--- src/lnbsl_sync.sv ---
// package for the dish supply selector and its two-flop input synchroniser
// ****************************************************************
// shared constants and types
// ****************************************************************
package lnbsl_pkg;

    // register indices and reset values
    localparam logic [7:0] REG_LEVEL     = 8'h00;
    localparam logic [7:0] REG_CONTROL   = 8'h01;
    localparam int         NUM_REGS      = 2;
    localparam logic [7:0] LEVEL_RST     = 8'h08;
    localparam logic [7:0] CONTROL_RST   = 8'h09;

    // field positions
    localparam int         SRC_BIT       = 7;
    localparam int         REG_EN_BIT    = 3;
    localparam int         CODE_LSB      = 1;
    localparam int         CODE_MSB      = 4;

    // output level codes: 11 V plus 0.6 V per step
    localparam logic [3:0] CODE_13V4     = 4'h4;
    localparam logic [3:0] CODE_14V6     = 4'h6;
    localparam logic [3:0] CODE_18V2     = 4'hc;
    localparam logic [3:0] CODE_19V4     = 4'he;
    localparam logic [3:0] CODE_OFF      = 4'h0;

    // address pin levels and the matching 7-bit slave addresses
    localparam logic [1:0] STRAP_GND     = 2'h0;
    localparam logic [1:0] STRAP_FLOAT   = 2'h1;
    localparam logic [1:0] STRAP_VCC     = 2'h2;
    localparam logic [1:0] STRAP_DIVIDER = 2'h3;
    localparam logic [6:0] ADDR_GND      = 7'h10;
    localparam logic [6:0] ADDR_FLOAT    = 7'h09;
    localparam logic [6:0] ADDR_VCC      = 7'h08;
    localparam logic [6:0] ADDR_DIVIDER  = 7'h11;

    // byte positions within a write frame
    localparam logic [1:0] BYTE_ADDR     = 2'h0;
    localparam logic [1:0] BYTE_REG      = 2'h1;
    localparam logic [1:0] BYTE_DATA     = 2'h2;
    localparam logic [3:0] BITS_PER_BYTE = 4'h8;

    typedef struct packed {
        logic       on;
        logic [3:0] level_code;
    } lnbsl_supply_t;

    typedef enum logic [3:0] {
        ST_IDLE = 4'b0001,
        ST_RECV = 4'b0010,
        ST_ACK  = 4'b0100,
        ST_SKIP = 4'b1000
    } lnbsl_state_t;

endpackage

// ****************************************************************
// two-flop synchroniser, one stage pair per bit
// ****************************************************************
module lnbsl_sync #(
    parameter int W = 1
) (
    input  wire logic         core_clk_i,
    input  wire logic         rstn_i,
    input  wire logic [W-1:0] async_i,
    output logic      [W-1:0] sync_o
);
    logic [W-1:0] meta_q;
    logic [W-1:0] sync_q;

    for (genvar i = 0; i < W; i++) begin : g_bit
        always_ff @(posedge core_clk_i or negedge rstn_i) begin
            if (!rstn_i) begin
                meta_q[i] <= 1'b0;
                sync_q[i] <= 1'b0;
            end else begin
                meta_q[i] <= async_i[i];
                sync_q[i] <= meta_q[i];
            end
        end
    end

    assign sync_o = sync_q;
endmodule

--- src/lnbsl_top.sv ---
// dish supply level selector with a write-only serial bus slave

module lnbsl_top #(
    parameter int NUM_REGS = lnbsl_pkg::NUM_REGS
) (
    input  wire logic                    core_clk_i,
    input  wire logic                    rstn_i,
    input  wire logic                    scl_i,
    input  wire logic                    sda_i,
    output logic                         sda_o,
    output logic                         sda_oen_o,
    input  wire logic                    enable_pin_i,
    input  wire logic                    voltage_select_pin_i,
    input  wire logic [1:0]              addr_strap_i,
    output lnbsl_pkg::lnbsl_supply_t     dish_supply_output_o
);
    // ****************************************************************
    // input synchronisation
    // ****************************************************************
    logic [5:0] raw_in;
    logic [5:0] syn_in;
    logic       scl_s;
    logic       sda_s;
    logic       en_s;
    logic       vsel_s;
    logic [1:0] strap_s;

    assign raw_in = {addr_strap_i, voltage_select_pin_i, enable_pin_i, sda_i, scl_i};

    lnbsl_sync #(
        .W          (6)
    ) u_sync (
        .core_clk_i (core_clk_i),
        .rstn_i     (rstn_i),
        .async_i    (raw_in),
        .sync_o     (syn_in)
    );

    assign scl_s   = syn_in[0];
    assign sda_s   = syn_in[1];
    assign en_s    = syn_in[2];
    assign vsel_s  = syn_in[3];
    assign strap_s = syn_in[5:4];

    // ****************************************************************
    // bus condition detection
    // ****************************************************************
    logic scl_p_q;
    logic sda_p_q;
    wire  scl_rise  = scl_s & ~scl_p_q;
    wire  scl_fall  = ~scl_s & scl_p_q;
    wire  start_det = scl_s & scl_p_q & sda_p_q & ~sda_s;
    wire  stop_det  = scl_s & scl_p_q & ~sda_p_q & sda_s;

    always_ff @(posedge core_clk_i or negedge rstn_i) begin
        if (!rstn_i) begin
            scl_p_q <= 1'b1;
            sda_p_q <= 1'b1;
        end else begin
            scl_p_q <= scl_s;
            sda_p_q <= sda_s;
        end
    end

    // own address from the strap level
    logic [6:0] own_addr;
    assign own_addr = (strap_s == lnbsl_pkg::STRAP_VCC)   ? lnbsl_pkg::ADDR_VCC   :
                      (strap_s == lnbsl_pkg::STRAP_FLOAT) ? lnbsl_pkg::ADDR_FLOAT :
                      (strap_s == lnbsl_pkg::STRAP_GND)   ? lnbsl_pkg::ADDR_GND   :
                                                            lnbsl_pkg::ADDR_DIVIDER;

    // ****************************************************************
    // byte receiver and acknowledge
    // ****************************************************************
    lnbsl_pkg::lnbsl_state_t state_q;
    lnbsl_pkg::lnbsl_state_t state_d;
    logic [3:0]              bit_cnt_q;
    logic [1:0]              byte_cnt_q;
    logic [7:0]              shift_q;
    logic [7:0]              reg_idx_q;
    logic [NUM_REGS-1:0][7:0] regs_q;

    wire byte_done = (state_q == lnbsl_pkg::ST_RECV) && scl_fall && (bit_cnt_q == lnbsl_pkg::BITS_PER_BYTE);
    // write bit must be 0; general call (address 0) never equals a strap address
    wire addr_hit  = (shift_q[7:1] == own_addr) && !shift_q[0] && en_s;
    wire reg_hit   = shift_q < 8'(NUM_REGS);
    wire ack_ok    = (byte_cnt_q == lnbsl_pkg::BYTE_ADDR) ? addr_hit :
                     (byte_cnt_q == lnbsl_pkg::BYTE_REG)  ? reg_hit  :
                     (byte_cnt_q == lnbsl_pkg::BYTE_DATA) ? en_s     : 1'b0;
    wire commit    = byte_done && ack_ok && (byte_cnt_q == lnbsl_pkg::BYTE_DATA);

    always_comb begin
        state_d = state_q;
        unique case (state_q)
            lnbsl_pkg::ST_IDLE: begin
                state_d = lnbsl_pkg::ST_IDLE;
            end
            lnbsl_pkg::ST_RECV: begin
                if (byte_done) begin
                    state_d = ack_ok ? lnbsl_pkg::ST_ACK : lnbsl_pkg::ST_SKIP;
                end
            end
            lnbsl_pkg::ST_ACK: begin
                if (scl_fall) begin
                    // single update per frame; further bytes go unanswered
                    state_d = (byte_cnt_q == lnbsl_pkg::BYTE_DATA) ? lnbsl_pkg::ST_SKIP : lnbsl_pkg::ST_RECV;
                end
            end
            lnbsl_pkg::ST_SKIP: begin
                state_d = lnbsl_pkg::ST_SKIP;
            end
            default: begin
                state_d = lnbsl_pkg::ST_IDLE;
            end
        endcase
        if (start_det) begin
            state_d = lnbsl_pkg::ST_RECV;
        end else if (stop_det) begin
            state_d = lnbsl_pkg::ST_IDLE;
        end
    end

    always_ff @(posedge core_clk_i or negedge rstn_i) begin
        if (!rstn_i) begin
            state_q <= lnbsl_pkg::ST_IDLE;
        end else begin
            state_q <= state_d;
        end
    end

    always_ff @(posedge core_clk_i or negedge rstn_i) begin
        if (!rstn_i) begin
            bit_cnt_q  <= 4'h0;
            byte_cnt_q <= lnbsl_pkg::BYTE_ADDR;
            shift_q    <= 8'h00;
        end else if (start_det) begin
            bit_cnt_q  <= 4'h0;
            byte_cnt_q <= lnbsl_pkg::BYTE_ADDR;
        end else if (state_q == lnbsl_pkg::ST_RECV && scl_rise) begin
            bit_cnt_q  <= bit_cnt_q + 4'h1;
            shift_q    <= {shift_q[6:0], sda_s};  // msb first
        end else if (state_q == lnbsl_pkg::ST_ACK && scl_fall) begin
            bit_cnt_q  <= 4'h0;
            byte_cnt_q <= byte_cnt_q + 2'h1;
        end
    end

    always_ff @(posedge core_clk_i or negedge rstn_i) begin
        if (!rstn_i) begin
            reg_idx_q <= 8'h00;
        end else if (byte_done && byte_cnt_q == lnbsl_pkg::BYTE_REG) begin
            reg_idx_q <= shift_q;
        end
    end

    // registers are written whatever the control-source bit says
    for (genvar r = 0; r < NUM_REGS; r++) begin : g_reg
        always_ff @(posedge core_clk_i or negedge rstn_i) begin
            if (!rstn_i) begin
                regs_q[r] <= (r == 0) ? lnbsl_pkg::LEVEL_RST : lnbsl_pkg::CONTROL_RST;
            end else if (commit && reg_idx_q == 8'(r)) begin
                regs_q[r] <= shift_q;
            end
        end
    end

    // open drain: only ever pulls low
    assign sda_o     = 1'b0;
    assign sda_oen_o = (state_q != lnbsl_pkg::ST_ACK);

    // ****************************************************************
    // output level selection
    // ****************************************************************
    wire        src_reg  = regs_q[lnbsl_pkg::REG_CONTROL][lnbsl_pkg::SRC_BIT];
    wire        reg_on   = regs_q[lnbsl_pkg::REG_CONTROL][lnbsl_pkg::REG_EN_BIT];
    wire [3:0]  reg_code = regs_q[lnbsl_pkg::REG_LEVEL][lnbsl_pkg::CODE_MSB:lnbsl_pkg::CODE_LSB];
    // clock line doubles as a select bit, so bus traffic moves the level in pin mode
    wire [3:0]  pin_code = vsel_s ? (scl_s ? lnbsl_pkg::CODE_19V4 : lnbsl_pkg::CODE_18V2)
                                  : (scl_s ? lnbsl_pkg::CODE_14V6 : lnbsl_pkg::CODE_13V4);
    lnbsl_pkg::lnbsl_supply_t supply_d;
    lnbsl_pkg::lnbsl_supply_t supply_q;

    assign supply_d = src_reg ? lnbsl_pkg::lnbsl_supply_t'{on: reg_on, level_code: reg_code} :
                      en_s    ? lnbsl_pkg::lnbsl_supply_t'{on: 1'b1,   level_code: pin_code} :
                                lnbsl_pkg::lnbsl_supply_t'{on: 1'b0,   level_code: lnbsl_pkg::CODE_OFF};

    always_ff @(posedge core_clk_i or negedge rstn_i) begin
        if (!rstn_i) begin
            supply_q <= '{on: 1'b0, level_code: lnbsl_pkg::CODE_OFF};
        end else begin
            supply_q <= supply_d;
        end
    end

    assign dish_supply_output_o = supply_q;
endmodule
--- config.mk ---
export PLATFORM = sky130hd
export DESIGN_NAME = lnbsl_top
export DESIGN_NICKNAME = d
export VERILOG_FILES = /design/src/lnbsl_sync.sv /design/src/lnbsl_top.sv
export SDC_FILE = /design/constraint.sdc
export NUM_CORES = 1
export LEC_CHECK = 0
export BUFFER_PORTS_ARGS = -buffer_cell sky130_fd_sc_hd__buf_2
export CAP_MARGIN = 20
export CORE_MARGIN = 3
export CORE_UTILIZATION = 45
export CTS_BUF_LIST = sky130_fd_sc_hd__clkbuf_4 sky130_fd_sc_hd__clkbuf_8 sky130_fd_sc_hd__clkbuf_16
export DETAILED_ROUTE_END_ITERATION = 8
export GPL_ROUTABILITY_DRIVEN = 0
export PLACE_DENSITY = 0.63
export SYNTH_ARGS = -nofsm -noshare
export SYNTH_HDL_FRONTEND = slang
export SYNTH_HIERARCHICAL = 1
export SYNTH_SLANG_ARGS = --single-unit
export TNS_END_PERCENT = 100
--- constraint.sdc ---
create_clock -name core_clk_i -period 4 [get_ports core_clk_i]
set_clock_uncertainty 0.1 [all_clocks]
set_input_delay 0.2 -clock core_clk_i [delete_from_list [all_inputs] [get_ports core_clk_i]]
set_output_delay 0.2 -clock core_clk_i [all_outputs]
set_load 0.02 [all_outputs]
==> results of run 1 <==
path summary, 6_finish.rpt:
kind	start	end	slack (ns)	depth (start not counted)
min in group asynchronous	rstn_i	u_sync/sync_o[0]	0.31	2
setup reg to reg	byte_cnt_q[0]	regs_q[15]	1.65	7
hold / removal	u_sync/meta_q[1]	u_sync/sync_o[1]	0.26	0
max in group asynchronous	rstn_i	reg_code[2]	2.90	3
setup / recovery	byte_cnt_q[0]	regs_q[15]	1.65	7
hold reg to reg	u_sync/meta_q[1]	u_sync/sync_o[1]	0.26	0
synth_stat cells (all sizes together), types with 3 or more instances:
cell type  count
dfrtp         46
nand2         39
mux2          14
inv            8
nand2b         7
o21ai          6
dfstp          5
ha             5
nor2           5
nor3           3
nor4b          3
xor2           3
layer usage:
metal / routed length (um) / vias to the layer above / part of all wire
met5: 0 / - / 0
met4: 38 / 0 / 0.010
met3: 121 / 4 / 0.033
met2: 1770 / 21 / 0.49
met1: 1710 / 668 / 0.47
li1: - / 659 / -
state kept, by name, indices dropped and copies added, names as in the netlist:
| name | cells |
|---|---|
| reg_idx_q | 8 |
| shift_q | 8 |
| u_sync/meta_q | 6 |
| u_sync/sync_o | 6 |
| dish_supply_output_o | 5 |
| bit_cnt_q | 4 |
| reg_code | 4 |
| state_q | 4 |
| byte_cnt_q | 2 |
| reg_on | 1 |
| regs_q | 1 |
| scl_p_q | 1 |
| sda_p_q | 1 |
final cells by class:
type / instances / area, sq um
Tap cell: 52 / 65.1
Multi-Input combinational cell: 119 / 787
Inverter: 8 / 30.0
Timing Repair Buffer: 21 / 155
Clock inverter: 2 / 35.0
Fill cell: 389 / 2010
Clock buffer: 6 / 82.6
Sequential cell: 51 / 1280
kinds of logic (layout without fill, tap and decap cells):
family / after synthesis / in the layout / share of synthesized area
fa+ha+maj: 5 / 5 / 0.0296
simple gates: 77 / 77 / 0.192
other cells: 1 / 1 / 0.00178
compound gates: 15 / 15 / 0.0445
flops: 51 / 51 / 0.608
mux: 16 / 16 / 0.0842
buf+inv: 10 / 37 / 0.0196
xor+xnor: 5 / 5 / 0.0208
power groups by stage:
| stage | registers [mW] | logic, mW | clock network [mW] |
|---|---|---|---|
| floorplan | 0.544 | 0.0105 | 0 |
| global placement | 0.543 | 0.0288 | 0 |
| detailed placement | 0.543 | 0.0295 | 0 |
| CTS | 0.533 | 0.0340 | 0.372 |
| global route | 0.535 | 0.0413 | 0.396 |
| finish | 0.533 | 0.0359 | 0.363 |
through the flow:
stage	cells	total power [mW]	worst slack, ns	area [sq um]
after floorplan	180	0.555	1.85	2110
after detailed placement	243	0.573	1.64	2230
after global placement	243	0.572	1.74	2230
final	259	0.932	1.65	2440
after global routing	259	0.972	1.53	2440
after CTS	257	0.940	1.63	2410
worst max-delay path, cell delays in order, from the launching register on:
cell	delay (ns)
dfrtp_1	0.41
inv_1	0.09
ha_1	0.21
nor4bb_1	0.29
a31o_1	0.14
a31oi_1	0.08
or4b_1	0.58
mux2_1	0.33
==> metrics.txt, run 1 <==
Synth Register Bits 51; sw power 0.187 mW; critical path class reg2reg; Max-Cap Viols 0; cts repair resizes 0; drt wl/cell 14.1 um; EDFF count, synth 0; critical path fanouts, max 4; VDD IR-drop max 227 uV; Clock power frac 0.389; largest cells by area after synthesis dfrtp_1, mux2_1, nand2_1; WP data arrival 2.43 ns; Clock Latency Late Sink 0.29 ns; Critical Path Start Type register; vias 1352; htree depth 2; Syn Nets 193; LEAKAGE 1.16 nW; wirelength, routed 3640 um; Comb power frac 0.039; met3 usage 0.0365; Yosys top cell by area dfrtp_1; M1 GR Usage 0.206; Antenna diodes 0; area grow syn2layout 15.5%; Critical Path Sink Type register; Vias/cell 5.22; Top Ports 15; Initial DRC Count 66; met2 usage 0.250; Avg Cell Area, Syn 11.7 sq um; layout cells sized above 1 0.150; WHS 0.256 ns; commonest non-fill, non-tap cell in the layout dfrtp_1; GRT busiest layer met2; Num CTS Buffers 5; GRT Total Usage 0.155; Sw Share 0.201; Slew Limit Fails 0; Die Height 74.5 um; RSZ-0062 raised after global routing no; Util after Layout 0.548; Tmin final 2.35 ns; Pint 0.745 mW; DIE AREA 5550 sq um; Root Driver clkbuf_8; Synth Flop Type dfrtp_1; Final Cycle Share 0.588; TritonRoute pass-1 iters 4; standard-cell rows 24; Flop pwr share 0.572; register area share after synthesis 0.608; Worst-Margin Slew 0.520 ns; status complete, no violations; Synth top area share 0.545; Fin. Hold Viols 0; Async SR Flop Fraction 1.00; DPL Wire Length 2580 um; vias in the first global route 1447; max_slew headroom 0.653; Final setup viols 0; CTS clk-pin slew, worst paths 0.09 ns; hold buffers post-CTS 6; commonest non-fill, non-tap cells in the layout dfrtp_1, nand2_1, mux2_1, buf_2; largest net degree at the start of global routing 52; CTS tree yes; Yosys cell types 40; CTS sink count 51; cell area after synthesis 2110 sq um; HP Class reg2reg; Die X 74.5 um; Post-CTS Setup Bufs 0; port bufs 13; nets@finish 219; CTS Buffer Depth 2; Power Density 382 nW/um^2; final setup TNS 0 ns; first-pass GRT wire length 6520 um; Ys Warns 6; cell count after synthesis 180; drt drc 0; Highest Clock Rate 0.425 GHz; core area 4440 sq um; worst path required time 4.08 ns; Routed Antenna Nets 0; GRT overflow 0; Initial Util 0.475; initial antenna violation count 0
Power figures use the tool's default switching activity.
==> run 2: changes to the inputs <==
==> constraint.sdc (replaced) <==
create_clock -name core_clk_i -period 2.4 [get_ports core_clk_i]
set_clock_uncertainty 0.1 [all_clocks]
set_input_delay 0.12 -clock core_clk_i [delete_from_list [all_inputs] [get_ports core_clk_i]]
set_output_delay 0.12 -clock core_clk_i [all_outputs]
set_load 0.02 [all_outputs]
==> metrics.txt, run 2 (synthesis results as in run 1) <==
CTS clk-pin slew, worst paths 0.09 ns; Final Cycle Share 0.948; Critical Path Sink Type register; worst path required time 2.49 ns; wirelength, routed 3750 um; Final setup viols 0; status complete, no violations; drt drc 0; total power 1.43 mW; Die X 74.5 um; GRT overflow 0; slowest stage delay, CP 0.60 ns; CTS Buffer Depth 2; Initial Util 0.475; Top Ports 15; WHS 0.176 ns; Max-Cap Viols 0; Antenna diodes 0; critical path class reg2reg; crit path cell chain nor4_1 > a31o_1 > a31oi_1 > or4b_4 > mux2_1; vias 1398; core area 4440 sq um; first-pass GRT wire length 6450 um; DIE AREA 5550 sq um; Vias/cell 5.26; layout cells sized above 1 0.201; port bufs 13; Tmin final 2.28 ns; placed insts 249; WP data arrival 2.36 ns; LEAKAGE 1.17 nW; GRT Total Usage 0.152; Pint 1.12 mW; Routed Antenna Nets 0; Largest regs reg_idx_q (8), shift_q (8); largest net degree at the start of global routing 22; area grow syn2layout 17.2%; standard-cell rows 24; slowest CP cell or4b_4; nets@finish 226; Root Driver clkbuf_8; initial antenna violation count 0; CTS tree yes; Clock Latency Late Sink 0.30 ns; htree depth 2; sw power 0.312 mW; Critical Path Start Type register; Slew Limit Fails 0; Sw Share 0.218; final non-filler cell total 266; Fin. Hold Viols 0; critical path fanouts, max 5; Util after Layout 0.557; HP Class in2async; VDD IR-drop max 358 uV; Comb power frac 0.043; Initial DRC Count 72; Num CTS Buffers 5; Power Density 579 nW/um^2; vias in the first global route 1397; Highest Clock Rate 0.439 GHz; commonest non-fill, non-tap cell in the layout dfrtp_1; CTS sink count 51; drt wl/cell 14.1 um; RSZ-0062 raised after global routing no; commonest non-fill, non-tap cells in the layout dfrtp_1, nand2_1, mux2_1, buf_2, buf_4; final setup TNS 0 ns; Clock power frac 0.337; largest delay contributor family on the critical path simple AND/OR/NAND/NOR gates; DPL Wire Length 2760 um; TritonRoute pass-1 iters 4; Worst Path Buf+Inv 0; Flop pwr share 0.620; Die Height 74.5 um
-- run 2: path summary, 6_finish.rpt --
kind                             startpoint          endpoint  slack, ns  depth (start not counted)
setup reg to reg                 shift_q[2]        regs_q[15]       0.12                          5
min in group core_clk_i    u_sync/meta_q[2]  u_sync/sync_o[2]       0.25                          0
hold reg to reg            u_sync/meta_q[2]  u_sync/sync_o[2]       0.25                          0
hold / removal                       rstn_i     byte_cnt_q[1]       0.18                          2
max in group asynchronous            rstn_i       reg_code[2]       1.37                          3
setup / recovery                 shift_q[2]        regs_q[15]       0.12                          5
-- run 2: stage by stage --
| stage | cell area [sq um] | setup slack (ns) |
|---|---|---|
| CTS | 2430 | 0.0386 |
| detailed placement | 2270 | 0.0629 |
| floorplan | 2110 | 0.250 |
| global route | 2470 | 0.00811 |
| finish | 2470 | 0.125 |
| global placement | 2270 | 0.164 |
-- run 2: cell type report --
class	count	area [sq um]
inverter	8	30.0
sequential	51	1280
clock buffer	6	76.3
multi-input combinational	119	812
fill	382	1970
timing repair buffer	28	195
tap	52	65.1
clock inverter	2	12.5
-- run 2: routing by layer --
| metal | vias to the layer above | global-route usage | routed length (um) |
|---|---|---|---|
| li1 | 672 | - | - |
| met1 | 695 | 0.203 | 1770 |
| met2 | 26 | 0.248 | 1790 |
| met3 | 5 | 0.0432 | 160 |
| met4 | 0 | 0.0356 | 31 |
| met5 | - | 0 | 0 |
-- run 2: power by group through the flow --
stage	Combinational (mW)	Sequential, mW	Clock [mW]
final	0.0618	0.888	0.482
after global routing	0.0698	0.890	0.534
after CTS	0.0633	0.888	0.505
after detailed placement	0.0544	0.905	0
after global placement	0.0530	0.904	0
after floorplan	0.0174	0.907	0
-- run 2: worst reg2reg max path, cell delays in order (launching register included) --
cell and delay, ns:
dfrtp_1 0.43, nor4_1 0.44, a31o_1 0.20, a31oi_1 0.08
or4b_4 0.60, mux2_1 0.32
-- run 2: timing repair --
item | 4_1_cts | 5_1_grt
endpoints found under the setup margin | 0 | 2
setup buffers | 0 | 2
hold endpoints to repair | 21 | 0
resized for setup | 0 | 6
hold buffers | 7 | 0
